--- config.mk ---
export PLATFORM = sky130hd
export DESIGN_NAME = comparator_control_regs
export DESIGN_NICKNAME = d
export VERILOG_FILES = /design/src/cmpc_pkg.sv /design/src/cmpc_sync.sv /design/src/cmpc_edge.sv /design/src/comparator_control_regs.sv
export VERILOG_INCLUDE_DIRS = /design/src /design/src/src
export SDC_FILE = /design/constraint.sdc
export NUM_CORES = 1
export LEC_CHECK = 0
export BUFFER_PORTS_ARGS = -buffer_cell sky130_fd_sc_hd__buf_2
export CAP_MARGIN = 40
export CORE_UTILIZATION = 46
export DETAILED_ROUTE_END_ITERATION = 12
export PLACE_DENSITY = 0.85
export SLEW_MARGIN = 10
export SYNTH_ARGS = -nofsm -noshare
export SYNTH_HDL_FRONTEND = slang
export SYNTH_SLANG_ARGS = --single-unit
--- constraint.sdc ---
create_clock -name sys_clk -period 2.35 [get_ports sys_clk]
set_input_delay 0 -clock sys_clk [delete_from_list [all_inputs] [get_ports sys_clk]]
set_output_delay 0 -clock sys_clk [all_outputs]
set_load 0.1 [all_outputs]
--- src/cmpc_regs.svh ---
`ifndef CMPC_REGS_SVH
`define CMPC_REGS_SVH

// register indices (not byte offsets; each register is one aligned word at byte offset 4*index)
`define CMPC_IDX_CONTROL 3'h0
`define CMPC_IDX_INSEL 3'h2
`define CMPC_IDX_INTEN 3'h6
`define CMPC_IDX_STATUS 3'h7

// comparator_control fields
`define CMPC_CTL_ENABLE 0
`define CMPC_CTL_HYS_LO 1
`define CMPC_CTL_EDGE_LO 4
`define CMPC_CTL_PAD 6
`define CMPC_CTL_RUNSLEEP 7
`define CMPC_CTL_MASK 8'hf7

// input_select fields
`define CMPC_SEL_MINUS_LO 0
`define CMPC_SEL_PLUS 3
`define CMPC_SEL_INVERT 7
`define CMPC_SEL_MASK 8'h8b

// interrupt_enable and status fields
`define CMPC_IRQ_BIT 0
`define CMPC_STATE_BIT 4

`define CMPC_RESET_VALUE 8'h00
`define CMPC_SYNC_STAGES 3

`endif

--- src/cmpc_pkg.sv ---
`default_nettype none
package cmpc_pkg;

    typedef enum logic [1:0] {
        CMPC_EDGE_ANY = 2'b00,
        CMPC_EDGE_RSVD = 2'b01,
        CMPC_EDGE_FALL = 2'b10,
        CMPC_EDGE_RISE = 2'b11
    } cmpc_edge_e;

    typedef enum logic [1:0] {
        CMPC_HYS_OFF = 2'b00,
        CMPC_HYS_10MV = 2'b01,
        CMPC_HYS_25MV = 2'b10,
        CMPC_HYS_50MV = 2'b11
    } cmpc_hys_e;

    typedef enum logic [1:0] {
        CMPC_MINUS_PIN0 = 2'b00,
        CMPC_MINUS_RSVD1 = 2'b01,
        CMPC_MINUS_VREF = 2'b10,
        CMPC_MINUS_RSVD3 = 2'b11
    } cmpc_minus_e;

    typedef enum logic [1:0] {
        CMPC_BUS_IDLE = 2'b00,
        CMPC_BUS_DONE = 2'b01
    } cmpc_bus_e;

endpackage : cmpc_pkg

`default_nettype wire

--- src/cmpc_sync.sv ---
`timescale 1ns/1ps
`default_nettype none

module cmpc_sync #(
    parameter int STAGES = 3
) (
    // clock and reset
    input wire logic sys_clk,
    input wire logic rst_b,
    input wire logic clkRun,
    // level
    input wire logic asyncIn,
    output logic syncOut
);

    logic [STAGES-1:0] chain;

    // only the last stage is read; earlier stages feed the next stage only
    always_ff @(posedge sys_clk or negedge rst_b) begin
        if (!rst_b) begin
            chain <= '0;
        end else if (clkRun) begin
            chain <= {chain[STAGES-2:0], asyncIn};
        end
    end

    assign syncOut = chain[STAGES-1];

endmodule : cmpc_sync

`default_nettype wire

--- src/cmpc_edge.sv ---
`timescale 1ns/1ps
`default_nettype none

module cmpc_edge (
    // clock and reset
    input wire logic sys_clk,
    input wire logic rst_b,
    input wire logic clkRun,
    // level in and mode
    input wire logic level,
    input wire cmpc_pkg::cmpc_edge_e mode,
    output logic hit
);
    import cmpc_pkg::*;

    logic prevLevel;
    logic rise;
    logic fall;

    always_ff @(posedge sys_clk or negedge rst_b) begin
        if (!rst_b) begin
            prevLevel <= 1'b0;
        end else if (clkRun) begin
            prevLevel <= level;
        end
    end

    assign rise = level & ~prevLevel;
    assign fall = ~level & prevLevel;

    always_comb begin
        case (mode)
            CMPC_EDGE_ANY: hit = clkRun & (rise | fall);
            CMPC_EDGE_FALL: hit = clkRun & fall;
            CMPC_EDGE_RISE: hit = clkRun & rise;
            default: hit = 1'b0;
        endcase
    end

endmodule : cmpc_edge

`default_nettype wire

--- src/comparator_control_regs.sv ---
// Functional notes
// RULE1: keep-running-asleep bit 7 keeps comparator alive in standby; flags frozen without clock.
// RULE2: pad-drive bit 6 puts comparator output on the output pin.
// RULE3: edge field 5:4 picks both, falling or rising edges; 1 reserved.
// RULE4: hysteresis field 2:1 selects off, 10, 25 or 50 mV.
// RULE5: control bit 0 switches comparator on; all control fields reset to zero.
// RULE6: invert bit 7 of input select flips output for every consumer.
// RULE7: plus select bit 3 value 0 routes plus pin zero; 1 reserved.
// RULE8: minus select 0 routes minus pin zero, 2 internal reference; others reserved.
// RULE9: interrupt enable bit 0 at offset 0x06 unmasks comparator interrupt.
// RULE10: status bit 4 shows synchronised output, three cycles behind.
// RULE11: status bit 0 is the interrupt flag, cleared by writing one.
// RULE12: flag sets whenever output toggles as the edge field selects.
// RULE13: interrupt request high while enable and flag both set.
// RULE14: output is one when plus exceeds minus; offered as asynchronous event.
// RULE15: edge detection compares synchronised, inverted output with previous cycle.
//
// Local design decision: the Avalon-MM slave port.
`include "cmpc_regs.svh"
`timescale 1ns/1ps
`default_nettype none

module comparator_control_regs #(
    parameter int SYNC_STAGES = `CMPC_SYNC_STAGES
) (
    // clock and reset
    input wire logic sys_clk,
    input wire logic rst_b,
    // avalon-mm slave
    input wire logic [4:0] avs_address,
    input wire logic avs_read,
    input wire logic avs_write,
    input wire logic [31:0] avs_writedata,
    input wire logic [3:0] avs_byteenable,
    output logic [31:0] avs_readdata,
    output logic avs_waitrequest,
    output logic avs_response_err,
    // power management
    input wire logic standbySleep,
    // analog core
    input wire logic rawCompare,
    output logic coreEnable,
    output cmpc_pkg::cmpc_hys_e hysteresisLevel,
    output logic plusInputSelect,
    output cmpc_pkg::cmpc_minus_e minusInputSelect,
    // event and pad
    output logic compareEvent,
    output logic padOut,
    output logic padOutEn,
    // interrupt
    output logic irq
);
    import cmpc_pkg::*;

    logic [7:0] comparatorControl;
    logic [7:0] inputSelect;
    logic [7:0] interruptEnable;
    logic compareIrqBit;
    logic compareState;
    logic edgeHit;
    logic clkRun;
    logic coreRunning;
    logic seenOut;
    logic busAccess;
    logic accDone;
    logic wrStrobe;
    logic [2:0] regIdx;
    logic mapped;
    cmpc_bus_e busState;

    function automatic logic isMapped(input logic [2:0] idx);
        isMapped = (idx == `CMPC_IDX_CONTROL) || (idx == `CMPC_IDX_INSEL) ||
                   (idx == `CMPC_IDX_INTEN) || (idx == `CMPC_IDX_STATUS);
    endfunction : isMapped

    // word-aligned byte addresses: index sits in address bits 4:2
    assign regIdx = avs_address[4:2];
    assign mapped = isMapped(regIdx);

    // registered clock stops in standby; comparator may keep running there
    assign clkRun = ~standbySleep; // [RULE1]
    assign coreRunning = comparatorControl[`CMPC_CTL_ENABLE] &
                         (~standbySleep | comparatorControl[`CMPC_CTL_RUNSLEEP]); // [RULE1] [RULE5]
    assign coreEnable = coreRunning;
    assign hysteresisLevel = cmpc_hys_e'(comparatorControl[`CMPC_CTL_HYS_LO +: 2]); // [RULE4]
    assign plusInputSelect = inputSelect[`CMPC_SEL_PLUS]; // [RULE7]
    assign minusInputSelect = cmpc_minus_e'(inputSelect[`CMPC_SEL_MINUS_LO +: 2]); // [RULE8]

    // inversion applies ahead of every consumer, also the asynchronous event path
    assign seenOut = coreRunning & (rawCompare ^ inputSelect[`CMPC_SEL_INVERT]); // [RULE6] [RULE14]
    assign compareEvent = seenOut; // [RULE14]
    // pad path is combinational so it still updates while the clock is stopped
    assign padOut = seenOut;
    assign padOutEn = comparatorControl[`CMPC_CTL_PAD] & coreRunning; // [RULE2]

    cmpc_sync #(
        .STAGES(SYNC_STAGES)
    ) uSync (
        .sys_clk(sys_clk),
        .rst_b(rst_b),
        .clkRun(clkRun),
        .asyncIn(seenOut),
        .syncOut(compareState) // [RULE10]
    );

    cmpc_edge uEdge (
        .sys_clk(sys_clk),
        .rst_b(rst_b),
        .clkRun(clkRun),
        .level(compareState), // [RULE15]
        .mode(cmpc_edge_e'(comparatorControl[`CMPC_CTL_EDGE_LO +: 2])), // [RULE3]
        .hit(edgeHit)
    );

    // bus: one wait cycle, then the answer with waitrequest low
    assign busAccess = avs_read | avs_write;
    assign accDone = (busState == CMPC_BUS_DONE);
    assign avs_waitrequest = ~(busAccess & accDone);
    assign wrStrobe = avs_write & accDone & avs_byteenable[0];

    always_ff @(posedge sys_clk or negedge rst_b) begin
        if (!rst_b) begin
            busState <= CMPC_BUS_IDLE;
        end else begin
            case (busState)
                CMPC_BUS_IDLE: busState <= busAccess ? CMPC_BUS_DONE : CMPC_BUS_IDLE;
                CMPC_BUS_DONE: busState <= CMPC_BUS_IDLE;
                default: busState <= CMPC_BUS_IDLE;
            endcase
        end
    end

    always_ff @(posedge sys_clk or negedge rst_b) begin
        if (!rst_b) begin
            comparatorControl <= `CMPC_RESET_VALUE; // [RULE5]
        end else if (wrStrobe && regIdx == `CMPC_IDX_CONTROL) begin
            comparatorControl <= avs_writedata[7:0] & `CMPC_CTL_MASK;
        end
    end

    always_ff @(posedge sys_clk or negedge rst_b) begin
        if (!rst_b) begin
            inputSelect <= `CMPC_RESET_VALUE;
        end else if (wrStrobe && regIdx == `CMPC_IDX_INSEL) begin
            inputSelect <= avs_writedata[7:0] & `CMPC_SEL_MASK;
        end
    end

    always_ff @(posedge sys_clk or negedge rst_b) begin
        if (!rst_b) begin
            interruptEnable <= `CMPC_RESET_VALUE;
        end else if (wrStrobe && regIdx == `CMPC_IDX_INTEN) begin
            interruptEnable <= {7'h00, avs_writedata[`CMPC_IRQ_BIT]}; // [RULE9]
        end
    end

    // a new edge in the clearing cycle wins over the clear
    always_ff @(posedge sys_clk or negedge rst_b) begin
        if (!rst_b) begin
            compareIrqBit <= 1'b0;
        end else if (edgeHit) begin
            compareIrqBit <= 1'b1; // [RULE12]
        end else if (wrStrobe && regIdx == `CMPC_IDX_STATUS && avs_writedata[`CMPC_IRQ_BIT]) begin
            compareIrqBit <= 1'b0; // [RULE11]
        end
    end

    assign irq = interruptEnable[`CMPC_IRQ_BIT] & compareIrqBit; // [RULE13]

    always_ff @(posedge sys_clk or negedge rst_b) begin
        if (!rst_b) begin
            avs_readdata <= 32'h0000_0000;
            avs_response_err <= 1'b0;
        end else if (avs_read && busState == CMPC_BUS_IDLE) begin
            avs_response_err <= ~mapped;
            case (regIdx)
                `CMPC_IDX_CONTROL: avs_readdata <= {24'h00_0000, comparatorControl};
                `CMPC_IDX_INSEL: avs_readdata <= {24'h00_0000, inputSelect};
                `CMPC_IDX_INTEN: avs_readdata <= {24'h00_0000, interruptEnable};
                `CMPC_IDX_STATUS: avs_readdata <= {27'h000_0000, compareState, 3'h0, compareIrqBit}; // [RULE10]
                default: avs_readdata <= 32'h0000_0000;
            endcase
        end else if (avs_write && busState == CMPC_BUS_IDLE) begin
            avs_response_err <= ~mapped;
        end
    end

endmodule : comparator_control_regs

`default_nettype wire

=== Word level (Yosys, flattened, before mapping) ===
Index checks and enable logic that the tools add are counted.

* Bitwise gates (word level): 21
* Equal/unequal tests: 6
* Mux-type cells: 8
* Reduce and logical (&&, ||, !) cells: 15

{| class="wikitable"
|+ Operators by type and width
! kind !! count
|-
| one-hot mux 8 bit (4 select lines) || 1
|-
| bitwise AND 1 bit || 12
|-
| logical AND 1 bit || 7
|-
| equality test 3 bit (second input constant) || 2
|-
| two-way mux 1 bit || 6
|-
| inverter 1 bit || 5
|-
| equality test 2 bit (second input constant) || 2
|-
| logical NOT 2 bit || 2
|-
| nonzero test 2 bit || 2
|-
| equality test 3 x 2 -> 1 bit (second input constant) || 1
|-
| logical NOT 3 bit || 1
|-
| logical OR 1 bit || 3
|-
| OR 1 bit || 3
|-
| one-hot mux 1 bit (3 select lines) || 1
|-
| equality test 2 x 1 -> 1 bit (second input constant) || 1
|-
| XOR 1 bit || 1
|}

* Bits of input ports: 47
* Logic and storage cells: 59
* Register bits after elaboration: 52

=== Logic depth before layout (Yosys ltp) ===
Gate-level depths: netlist (run 1).

* Depth after elaboration: 7
* Depth in mapped cells: 5
* Depth with buffers taken out: 5

=== Hierarchy ===
From an unflattened synthesis (run 1), not the netlist that was laid out.

* Cells, all modules: 136
* Area total of the unflattened synthesis: 1488.9 um^2

{| class="wikitable"
|+ By module, submodules not included
! module !! seq. area each (um^2) !! times used !! area an instance (um^2) !! cells an instance
|-
| comparator_control_regs || 575.6 || 1 || 1285.0 || 119
|-
| cmpc_sync || 75.1 || 1 || 108.9 || 6
|-
| cmpc_edge || 25.0 || 1 || 95.1 || 11
|}

=== Worst setup path before layout (run 1) ===
Ideal clock, no wire load.

* Kind: register to output
* Start: register inputSelect[7]
* End: output padOut
* Cell stages (with the launch flop): 4
* Slack: 0.063 ns
* Arrival: 2.287 ns
* Path buffers: 1
* Cells stage by stage: dfrtp_1 xnor2_1 nor2_1 buf_4

* Cells in the longest elaborated chain, start to end: 2

{| class="wikitable"
|+ Ends and longest elaborated chain
! item !! line !! source
|-
| start: declaration || comparator_control_regs.sv:56 || <nowiki>logic [7:0] inputSelect;</nowiki>
|-
| start signal: assignment || comparator_control_regs.sv:143 || <nowiki>inputSelect <= `CMPC_RESET_VALUE;</nowiki>
|-
| start signal: assignment || comparator_control_regs.sv:145 || <nowiki>inputSelect <= avs_writedata[7:0] & `CMPC_SEL_MASK;</nowiki>
|-
| XOR 1 bit || comparator_control_regs.sv:90 || <nowiki>assign seenOut = coreRunning & (rawCompare ^ inputSelect[`CMPC_SEL_INVERT]);</nowiki>
|-
| bitwise AND 1 bit || comparator_control_regs.sv:90 ||
|-
| end: declaration || comparator_control_regs.sv:48 || <nowiki>output logic padOut,</nowiki>
|}

Every way passes these cells.

=== Final worst setup path (run 1) ===
* Start: register busState[0]
* End: register inputSelect[0]

* Cells in the longest elaborated chain, start to end: 4

{| class="wikitable"
|+ Ends and longest elaborated chain
! item !! line !! source
|-
| start: declaration || comparator_control_regs.sv:69 || <nowiki>cmpc_bus_e busState;</nowiki>
|-
| start signal: assignment || comparator_control_regs.sv:126 || <nowiki>CMPC_BUS_IDLE: busState <= busAccess ? CMPC_BUS_DONE : CMPC_BUS_IDLE;</nowiki>
|-
| equality test 2 x 1 -> 1 bit || comparator_control_regs.sv:117 || <nowiki>assign accDone = (busState == CMPC_BUS_DONE);</nowiki>
|-
| bitwise AND 1 bit (2 in series) || comparator_control_regs.sv:119 || <nowiki>assign wrStrobe = avs_write & accDone & avs_byteenable[0];</nowiki>
|-
| logical AND 1 bit (no source line) || -- ||
|}

Every way passes these cells.
A chain may end at the register's enable or synchronous reset.

==> out/results.txt, run 1 <==
The run finished with clean final reports. Row generation in the floorplan step produced 20 rows. The endpoint identified for the worst register-to-register timing path is inputSelect[0].

The clock period minus worst slack was 1.618 ns; the top cell type's share of synthesized area was 45.61%. The number of detailed-route iterations in the first pass came out at 4. The portion of netlist area occupied by mux cells is 16.81%. The most critical setup path has its endpoint at inputSelect[0]. The final routed wire length divided by cell count is 11.40 µm. The number of synthesized flops with an enable pin is 0, and the via count of the routed design is 1011.

The net count of the finished layout is 235. Relative to the synthesized area, the layout overhead comes to 16.55%. Global routing consumed, over all layers together, 16.34% of the routing resources.

For this configuration, the core starts out at a cell density of 48.52%. The worst setup path is captured at a flip-flop. After routing, the total negative slack on setup checks comes to 0 ns. The delay of the slowest cell on the worst path was 0.57 ns; the pin count of the biggest net entering global routing was 28.

The synthesized netlist devotes 9.966% of its cell area to simple gates. Cell type with the largest total area after synthesis: dfrtp_1. After synthesis the netlist holds a flip-flop and latch count of 27.

The tools report the die area as 3452 µm². TritonCTS built the clock tree. The run gives 2610 µm as the wire length reported by the detailed router. Ranked by total cell area, the synthesized netlist is headed by dfrtp_1 (46%), buf_4 (15%), mux2_2 (8.4%), mux2_4 (7.1%), o21ai_0 (4.4%).

The logs give 0 for the count of maximum capacitance violations and 0 for the max-slew violation total from the final report. The peak-usage layer in the global routing report is met2. The via density per instance came out at 4.415. STA classifies the critical path startpoint as a flip-flop. The tools report the worst-case headroom to the max-slew limit as 57.00%. The most common flop cell mapped by yosys is dfrtp_1. The first-pass GRT wire length was 4153 µm; the count of routing violations after the opening detailed-route iteration was 26. The signal on the critical path passes through nand3_1, nor3_1, mux2_2. The total overflow left after global routing is 0. The detail route stage leaves a number of antenna-violating nets equal to 0.

The largest driver fanout on the critical path is 4, and the portion of the clock cycle consumed by the worst path in the final layout is 68.85%. Ranked by instance count, the synthesized netlist is headed by buf_4 (29), dfrtp_1 (27), nand2_1 (14). In the final layout, the share of cells above drive strength 1 is 31.89%. The number of remaining DRC errors came out at 0.

The analysis attributes to cell leakage a power of 0.0009050 µW. The clock input transition at the sequential cells of the worst setup and hold paths is 0.14 ns. The fmax is 618.1 MHz. Total of cells resized after clock tree synthesis: 0. The type of the worst min-delay path is in2reg. Yosys mapped the design onto 25 distinct sky130hd cell types. The run gives 91 as the number of top-level pins. The power density of the placed cells is 927.9 nW/µm², and the number of antenna violations at the first check in global routing is 0. After clock tree synthesis, the setup repair step added 0 buffers. The final count of hold timing violations came out at 0. The HPWL after detailed placement is 1899 µm. Register-to-register path setup slack: 0.73 ns.

Die width: 58.75 µm. Global routing consumed, on the met2 layer, 25.97% of the routing resources. The logs give 56.56% for the utilization after layout and 4.615% for the routing usage on met3. The run gives 0.33 ns as the source-to-sink clock delay at the later pin of the worst-skew pair. For the worst flop-to-flop path, the logic depth is 3.

Setup violations remaining at the end of the flow were counted as 0. Counting every sink on the clock net gives 27. For the pin with the worst max-slew slack, the measured transition is 0.6401 ns.

Data on the critical path arrives at its endpoint at 1.85 ns. The arithmetic-cell share of the synthesized area counting full adders, half adders and majority gates is 1.689%, and the maximum clock insertion buffer count is 2. The run gives 3053 µm² as the placeable core region. Yosys instantiated no cell more often than buf_4. The synthesized netlist devotes 0.5912% of its cell area to XOR and XNOR gates.

The slowest cell on the critical path was nor3_1. The multi-input combinational cells in the finished layout cover a total of 618.1 µm². The largest family of logic cells by synthesized area was buffers and inverters. The async set-reset flop share out of synthesis is 100.0%. The worst IR drop on VDD is 0.4416 mV. Counting the fill cells in the layout gives 306.

The number of H-tree levels was 1; the die boundary height was 58.75 µm. The via count of the first global-routing pass was 926. Data on the critical path is required at its endpoint by 2.58 ns. Each instance of the synthesized netlist takes up on average 10.58 µm².

Yosys printed 0 warnings. Setup repair after global routing left no endpoint under its margin. The tree is rooted in a clkbuf_4. The placer congestion estimate is 0.7647, and the count of port buffers added during placement is 37. The startpoint identified for the worst register-to-register timing path is busState[0]. In the global route stage, met1 resource usage came out at 21.23%. The clock arrives with 0.003603 ns of skew.

The synthesized instance count came out at 140. For the number of antenna repair diodes, the log shows 0. The share of the synthesized area in compound gates (AO/OA/AOI/OAI) is 6.588%, and the clock buffer count from CTS is 3. The post-synthesis sequential area ratio came out at 45.61%.

For the cell area after synthesis, the log shows 1481 µm². Registers take 675.6 µm². Kind of critical path: reg2reg. The most critical setup path has its startpoint at busState[0].
worst min path at each step:
stage,endpoint,from,cells after the start,slack (ns)
global placement,comparatorControl[5],rst_b,1,0.03
floorplan,avs_readdata[0],rst_b,0,-0.30
detailed placement,comparatorControl[5],rst_b,1,0.04
CTS,compareIrqBit,avs_address[2],4,0.03
finish,compareIrqBit,avs_address[2],4,0.04
global route,compareIrqBit,avs_address[2],4,0.10
worst max-delay path, delay by kind of cell, from the launching register on:
family	cells	cell delay [ns]
flops	1	0.39
simple gates	2	0.72
mux	1	0.40
where the power goes:
part	internal (µW)	leakage (µW)	switching, µW
Sequential	545	0.000353	60.9
Combinational	158	0.000538	636
Clock	66.7	0.0000150	135
sequential cells by signal, indices dropped and copies added, names as in the netlist:
name and count:
avs_readdata 8, avs_response_err 1, busState 1, comparatorControl 7, compareIrqBit 1, inputSelect 4, interruptEnable 1, uEdge.prevLevel 1
uSync.chain 3
through the flow:
step | instance area [µm²] | instances | setup WS [ns] | power [µW] | hold WS [ns]
after floorplan | 1568 | 163 | 0.06270 | 1337 | -0.2956
after global placement | 1560 | 211 | 0.7314 | 1381 | 0.02852
after detailed placement | 1560 | 211 | 0.7210 | 1394 | 0.03752
after CTS | 1727 | 229 | 0.6980 | 1613 | 0.03100
after global routing | 1727 | 229 | 0.6020 | 1673 | 0.1001
final | 1727 | 229 | 0.7321 | 1602 | 0.04228
kinds of logic after synthesis:
kind of cell             Yosys count
buffers and inverters             40
AND/OR/NAND/NOR                   31
flip-flops                        27
multiplexers                      20
AO/OA/AOI/OAI                     18
adder cells (fa/ha/maj)            2
other                              1
XOR/XNOR                           1
metal layers:
layer / part of all wire [%] / wire length, µm
met1: 47 / 1214
met2: 46 / 1197
met3: 6.0 / 157
met4: 1.5 / 40
met5: 0 / 0
layout by cell type, fill, tap and decap left out, drive strengths merged:
cell	instances
buf	37
dfrtp	27
conb	24
mux2	18
nand2	14
dlygate4sd3	14
o21ai	13
inv	7
nor2	5
nor3	4
clkbuf	4
a21oi	3
nand2b	2
mux2i	2
ha	2
and2	1
xnor2	1
nand3	1
or4	1
or3	1
and4	1
o41ai	1
a32oi	1
nand4	1
cell type report:
class                   instances  area share (%)
multi-input cells              96           35.80
inverters                       7           1.522
clock buffers                   4           1.522
repair buffers                 51           18.84
flip-flops and latches         27           39.13
well taps                      44           3.188
what timing repair did:
| action | 4_1_cts | 5_1_grt |
|---|---|---|
| hold endpoints to repair | 46 | 0 |
| hold buffers | 14 | 0 |
| setup endpoints to repair | 0 | 0 |
Note: power is estimated with default switching activity, not from simulation.
==> inputs of run 2 (changes only) <==
--- a/config.mk
+++ b/config.mk
@@ -8,9 +8,9 @@
 export LEC_CHECK = 0
 export BUFFER_PORTS_ARGS = -buffer_cell sky130_fd_sc_hd__buf_2
 export CAP_MARGIN = 40
-export CORE_UTILIZATION = 46
+export CORE_UTILIZATION = 43
 export DETAILED_ROUTE_END_ITERATION = 12
-export PLACE_DENSITY = 0.85
+export PLACE_DENSITY = 0.8
 export SLEW_MARGIN = 10
 export SYNTH_ARGS = -nofsm -noshare
 export SYNTH_HDL_FRONTEND = slang
==> constraint.sdc (replaced) <==
create_clock -name sys_clk -period 1.7 [get_ports sys_clk]
set_input_delay 0 -clock sys_clk [delete_from_list [all_inputs] [get_ports sys_clk]]
set_output_delay 0 -clock sys_clk [all_outputs]
set_load 0.1 [all_outputs]
==> run 2 against run 1 <==
Against the previous run: power up 39%; hold slack worse by 0.022 ns; die area up 6.7%; critical endpoint is now comparatorControl[0].
==> out/results.txt, run 2 (same netlist as run 1, synthesis figures left out) <==
The flow ran to the end, and the final reports show no timing, DRC or antenna violations. The static leakage is 0.0009133 µW (+0.92%). The kind of cell with the highest combined delay along the critical path is simple AND/OR/NAND/NOR gates. The worst IR drop on VDD was 0.9486 mV (+110%); the number of flip-flops in the largest register was 8 (unchanged). Number of antenna repair diodes: 0 (unchanged).

Placeable core region: 3153 µm² (+3.3%). For the number of nets with antenna violations after detailed routing, the log shows 0 (unchanged). The logs give 55.04% (-1.5 points) for the utilization after layout and 0 (unchanged) for the max-slew violation total from the final report.

Clock net sink count: 27 (unchanged). For the via count of the routed design, the log shows 1046 (+3.5%). In the layout the commonest cells are buf_2 (37), dfrtp_1 (27), conb_1 (24).

The count of maximum capacitance violations was 0 (unchanged); the worst-case headroom to the max-slew limit was 60.39% (+3.4 points). The logs give 2725 µm (+4.4%) for the wire length reported by the detailed router and 0 (unchanged) for the final count of hold timing violations. The logs give 0 (unchanged) for the number of remaining DRC errors and 4367 µm (+5.2%) for the first-pass GRT wire length. The number of hold-repair buffers added at the cts stage is 13 (-1), and the layout-stage area growth over the synthesis result is 17.14%. The power density of the placed cells is 1281 nW/µm² (+38%), and the fmax is 649.1 MHz (+5.0%). The global router's overall resource usage is 16.39% (+0.050 points), and the largest clock skew in the final design is 0.001396 ns (-0.002207 ns).

Pin count of the biggest net entering global routing: 28 (unchanged). The number of H-tree levels came out at 1 (unchanged). In this run the critical register-to-register path is launched from busState[0].

The number of antenna violations at the first check in global routing is 0 (unchanged). The via density per instance is 4.548 (+3.0%). The number of top-level pins was 91 (unchanged). The die width was 60.70 µm (+3.3%); the delay of the slowest cell on the worst path was 0.56 ns (about the same).

The logs give 2223 µW (+39%) for the total power of the final layout and 2 (unchanged) for the maximum clock insertion buffer count. Count of port buffers added during placement: 37 (unchanged). More flip-flops sit in one register than any other, and that register is avs_readdata.

The setup violation total in the final timing report was 0 (unchanged); the row count was 20 (unchanged). The minimum setup slack after placement was 0.1925 ns (-0.5284 ns). The starting utilization of the core area is 46.98% (-1.5 points), and the count of routing violations after the opening detailed-route iteration is 7 (-73%).

The first element of the critical path is busState[0]. The required time of the worst setup path came out at 1.92 ns (-0.66 ns). The number of cells in the design after placement is 213 (+0.95%). The number of buffers and inverters on the critical path is 0 (unchanged). The count of non-filler cells in the finished layout is 230 (+0.44%), and the number of nets in the final layout is 236 (+0.43%). The final routed wire length divided by cell count was 11.85 µm (+4.0%). Walking the worst path, the cells encountered are nand3_1, or4_4, mux2_4. The most common cell after layout, fill and taps aside was buf_2.

The die boundary height came out at 60.70 µm (+3.3%). The slowest cell on the critical path was or4_4. The run gives 0.7849 (+2.6%) as the placer congestion estimate.

Type of element capturing the critical path: a flip-flop. The path class of the tightest hold or removal check is in2reg. The source-to-sink clock delay at the later pin of the worst-skew pair is 0.32 ns (about the same), and the largest driver fanout on the critical path is 7 (+3). The clock buffer count from CTS is 3 (unchanged), and the actual transition at the worst max-transition pin is 0.5941 ns (-0.04603 ns). The tools report the number of detailed-route iterations in the first pass as 4 (unchanged). TritonCTS built the clock tree.

The cell sitting at the root of the clock tree is a clkbuf_4. The share of layout cells above drive strength 1 is 33.87% (+2.0 points). The tools report the remaining global-route overflow as 0 (unchanged). The arrival time reported for the critical path endpoint came out at 1.76 ns (-0.09 ns). The logs give 0.1595 ns (-0.5726 ns) for the setup slack of the critical path after layout and 957 (+3.3%) for the via count of the first global-routing pass. The die area came out at 3684 µm² (+6.7%). The clock period minus worst slack is 1.541 ns (-0.07744 ns). The largest registers in the layout are avs_readdata: 8 flops, comparatorControl: 7 flops, inputSelect: 4 flops. The total half-perimeter wirelength after legalization and detailed placement was 1949 µm (+2.7%).

Total of cells resized after clock tree synthesis: 0 (unchanged). The worst setup path is launched from a flip-flop. The clock input transition at the sequential cells of the worst setup and hold paths came out at 0.14 ns (about the same).

The startpoint of the worst hold path is rawCompare. The worst setup path is of the reg2reg kind. Setup repair after global routing left no endpoint under its margin. The portion of the clock cycle consumed by the worst path in the final layout is 90.62% (+22 points), and the post-CTS setup buffer count is 0 (unchanged).
[run 2: changes by cell type in the layout (fill, tap and decap cells not counted)]
cell and change:
o21ai_1 +1, dlygate4sd3_1 -1, clkinv_2 +1, nor2_2 +1
buf_4 +2, o21ai_0 -1, nor2_1 -1, clkbuf_1 -1
[run 2: layer usage]
metal	vias to the layer above	global-route usage (%)	wire length [µm]	share of wire [%]
met3	2	3.198	145	5.3
li1	504	-	-	-
met2	44	28.89	1415	52
met1	496	19.15	1149	42
met5	-	0	0	0
met4	0	7.792	16	0.59
[run 2: report_power, final]
group | internal (µW) | leakage, µW | switching [µW]
combinational | 221 | 0.000543 | 886
sequential | 754 | 0.000353 | 89.1
clock | 88.2 | 0.0000177 | 185
total | 1060 | 0.000913 | 1160
[run 2: worst paths after layout]
check                           slack, ns  cells past startpoint                    to
worst max-delay path                 0.16                      3  comparatorControl[0]
max in group asynchronous            1.13                      2       avs_readdata[0]
worst min-delay path                 0.02                      3        uSync.chain[0]
min in group asynchronous            0.19                      2        inputSelect[7]
worst max register to register       0.16                      3  comparatorControl[0]
worst min register to register       0.50                      2        uSync.chain[0]
[run 2: cell type report]
class	count	area (µm²)
clock buffer	3	22.52
clock inverter	1	5.005
fill	292	1418
inverter	7	26.28
multi-input combinational	96	620.6
sequential	27	675.6
tap	44	55.05
timing repair buffer	52	330.3
[run 2: per-stage QoR]
stage	hold WS [ns]	TNS [ns]	cell area (µm²)
2_1_floorplan	-0.2956	-0.1566	1570
3_3_place_gp	0.03084	0	1578
3_5_place_dp	0.03603	0	1578
4_1_cts	0.01455	0	1735
5_1_grt	0.02184	0	1735
6_report	0.01997	0	1735
[run 2: worst reg2reg max path, cell delays in order, from the launching register on]
cell	delay (ns)
dfrtp_1	0.41
nand3_1	0.14
or4_4	0.56
mux2_4	0.33
==> inputs of run 3 (changes only) <==
--- a/config.mk
+++ b/config.mk
@@ -10,6 +10,7 @@
 export CAP_MARGIN = 40
 export CORE_UTILIZATION = 43
 export DETAILED_ROUTE_END_ITERATION = 12
+export HOLD_SLACK_MARGIN = 0.12
 export PLACE_DENSITY = 0.8
 export SLEW_MARGIN = 10
 export SYNTH_ARGS = -nofsm -noshare
==> run 3 against run 2 <==
Against the previous run: clock-buffer cell count unchanged; final cell count up 2.2%; die area unchanged; critical path depth unchanged; final area up 2.9%; sequential cell count unchanged; global-route usage up 0.41 points; critical endpoint is now comparatorControl[5].
==> out/results.txt, run 3 (same netlist as run 1, synthesis figures left out) <==
Number of H-tree levels: 1 (unchanged). The die boundary height came out at 60.70 µm (unchanged). Type of the worst min-delay path: in2async. The post-CTS setup buffer count came out at 0 (unchanged). For the first-pass GRT wire length, the log shows 4498 µm (+3.0%). The number of antenna repair diodes is 0 (unchanged), and the maximum clock insertion buffer count is 2 (unchanged). The worst register-to-register path ends at comparatorControl[5]. The run gives 0.1779 ns (+0.1579 ns) as the minimum hold slack.

Number of nets with antenna violations after detailed routing: 0 (unchanged). The root buffer cell chosen for the clock tree is clkbuf_4. Utilization after layout: 56.63% (+1.6 points). TritonCTS built the clock tree. Total power of the final layout: 2235 µW (+0.53%).

The number of top-level pins was 91 (unchanged). The worst setup path is captured at a flip-flop. The most critical setup path has its startpoint at busState[0]. The worst register-to-register path begins at busState[0]. The cell depth of the worst flop-to-flop path came out at 3 (unchanged). The flow ran to the end, and the final reports show no timing, DRC or antenna violations. Setup repair after global routing left no endpoint under its margin. The remaining global-route overflow was 0 (unchanged); the die width was 60.70 µm (unchanged).

Placeable core region: 3153 µm² (unchanged). Max-slew violation total from the final report: 0 (unchanged). The worst setup path is launched from a flip-flop.

The logs give 1.80 ns (+0.04 ns) for the arrival time reported for the critical path endpoint and 6 (-1) for the count of routing violations after the opening detailed-route iteration. Largest register by flop count: avs_readdata. The tools report the count of maximum capacitance violations as 0 (unchanged). The largest driver fanout on the critical path came out at 7 (unchanged). The number of nets in the final layout is 241 (+2.1%). The final routed wire length divided by cell count works out to 11.79 µm (-0.51%). The actual transition at the worst max-transition pin was 0.5921 ns (-0.002021 ns); the layout-stage area growth over the synthesis result was 20.52%.

The fmax was 638.0 MHz (-1.7%). The tools report the total half-perimeter wirelength after legalization and detailed placement as 1949 µm (unchanged). The pin count of the biggest net entering global routing is 28 (unchanged), and the power density of the placed cells is 1252 nW/µm² (-2.3%). In the final layout, the registers with the most flip-flops are avs_readdata: 8 flops, comparatorControl: 7 flops, inputSelect: 4 flops.

The share of layout cells above drive strength 1 was 32.98% (-0.89 points). The logs give 20 (unchanged) for the row count and 0 (unchanged) for the total of cells resized after clock tree synthesis. Clock input transition at the sequential cells of the worst setup and hold paths: 0.14 ns (about the same). The run gives 0 (unchanged) as the setup violation total in the final timing report. The source-to-sink clock delay at the later pin of the worst-skew pair was 0.33 ns (about the same). Final-layout fill cell count: 282 (-3.4%).

The tools report the die area as 3684 µm² (unchanged). The required time of the worst setup path is 1.93 ns (about the same), and the via count of the first global-routing pass is 979 (+2.3%). The logs give 60.53% (+0.13 points) for the worst-case headroom to the max-slew limit and 0.0009314 µW (+2.0%) for the static leakage. Global router's overall resource usage: 16.79% (+0.41 points). The register-to-register path setup slack was 0.13 ns (-0.03 ns). The worst IR drop on VDD is 0.8610 mV (-9.2%).

Most common cell after layout, fill and taps aside: buf_2. The kind of critical path was reg2reg. Number of remaining DRC errors: 0 (unchanged). End point of the critical path: comparatorControl[5].

The tools report the clock net sink count as 27 (unchanged). The top cell types in the final layout, fill and taps aside, are buf_2 (37), dfrtp_1 (27), conb_1 (24). The count of port buffers added during placement was 37 (unchanged); the number of flip-flops in the largest register was 8 (unchanged). The placer congestion estimate was 0.7849 (unchanged); the via density per instance was 4.600 (+1.1%).

The clock period minus worst slack is 1.567 ns (+0.02681 ns), and the wire length reported by the detailed router is 2770 µm (+1.7%). The number of antenna violations at the first check in global routing was 0 (unchanged); the largest clock skew in the final design was 0.002270 ns (+0.0008743 ns). For the via count of the routed design, the log shows 1081 (+3.3%).

The portion of the clock cycle consumed by the worst path in the final layout was 92.20% (+1.6 points). The tools report the number of detailed-route iterations in the first pass as 4 (unchanged). The tools report the final count of hold timing violations as 0 (unchanged). For the clock buffer count from CTS, the log shows 3 (unchanged). The starting utilization of the core area was 46.98% (unchanged).
run 3: cell count changes in the layout (fill, tap and decap cells not counted):
cell / previous run / this run
dlygate4sd3_1: 13 / 18
run 3: what timing repair did:
| action | CTS | global route |
|---|---|---|
| hold buffers | 18 | 0 |
| endpoints found under the setup margin | 0 | 0 |
| endpoints found under the hold margin | 51 | 0 |
run 3: area by class of cell:
class                   count  area [µm²]  area share [%]
well taps                  44       55.05           3.083
clock inverters             1       5.005          0.2803
inverters                   7       26.28           1.472
flip-flops and latches     27       675.6           37.84
clock buffers               3       22.52           1.261
repair buffers             57       380.4           21.30
multi-input cells          96       620.6           34.76
run 3: metal layers:
| layer | vias up | wire (µm) | global-route usage (%) |
|---|---|---|---|
| li1 | 521 | - | - |
| met1 | 508 | 1199 | 20.25 |
| met2 | 47 | 1378 | 29.51 |
| met3 | 5 | 154 | 3.198 |
| met4 | 0 | 38 | 6.818 |
| met5 | - | 0 | 0 |
run 3: critical path, cell delays in order, from the launching register on:
cell and delay (ns):
dfrtp_1 0.41, nand3_1 0.16, or4_4 0.57, mux2_4 0.33
run 3: worst min-delay path by stage:
stage	from	to	cells after the start	slack [ns]
4_1_cts	rst_b	uSync.chain[2]	2	0.20
2_1_floorplan	rst_b	avs_readdata[0]	0	-0.30
3_5_place_dp	rst_b	inputSelect[7]	1	0.04
6_report	rst_b	inputSelect[7]	2	0.18
5_1_grt	rst_b	busState[0]	2	0.21
3_3_place_gp	rst_b	inputSelect[7]	1	0.03
run 3: stage by stage:
| step | setup slack (ns) | setup TNS (ns) | cells | area, µm² |
|---|---|---|---|---|
| 6_report | 0.1327 | 0 | 235 | 1785 |
| 5_1_grt | 0.04138 | 0 | 235 | 1785 |
| 4_1_cts | 0.1524 | 0 | 235 | 1785 |
| 3_5_place_dp | 0.1925 | 0 | 213 | 1578 |
| 3_3_place_gp | 0.1811 | 0 | 213 | 1578 |
| 2_1_floorplan | -0.08171 | -0.1566 | 163 | 1570 |
run 3: power breakdown:
| part | total [µW] | switching [µW] | internal, µW |
|---|---|---|---|
| Combinational | 1120 | 887 | 229 |
| Sequential | 842 | 87.7 | 754 |
| Clock | 278 | 189 | 88.4 |
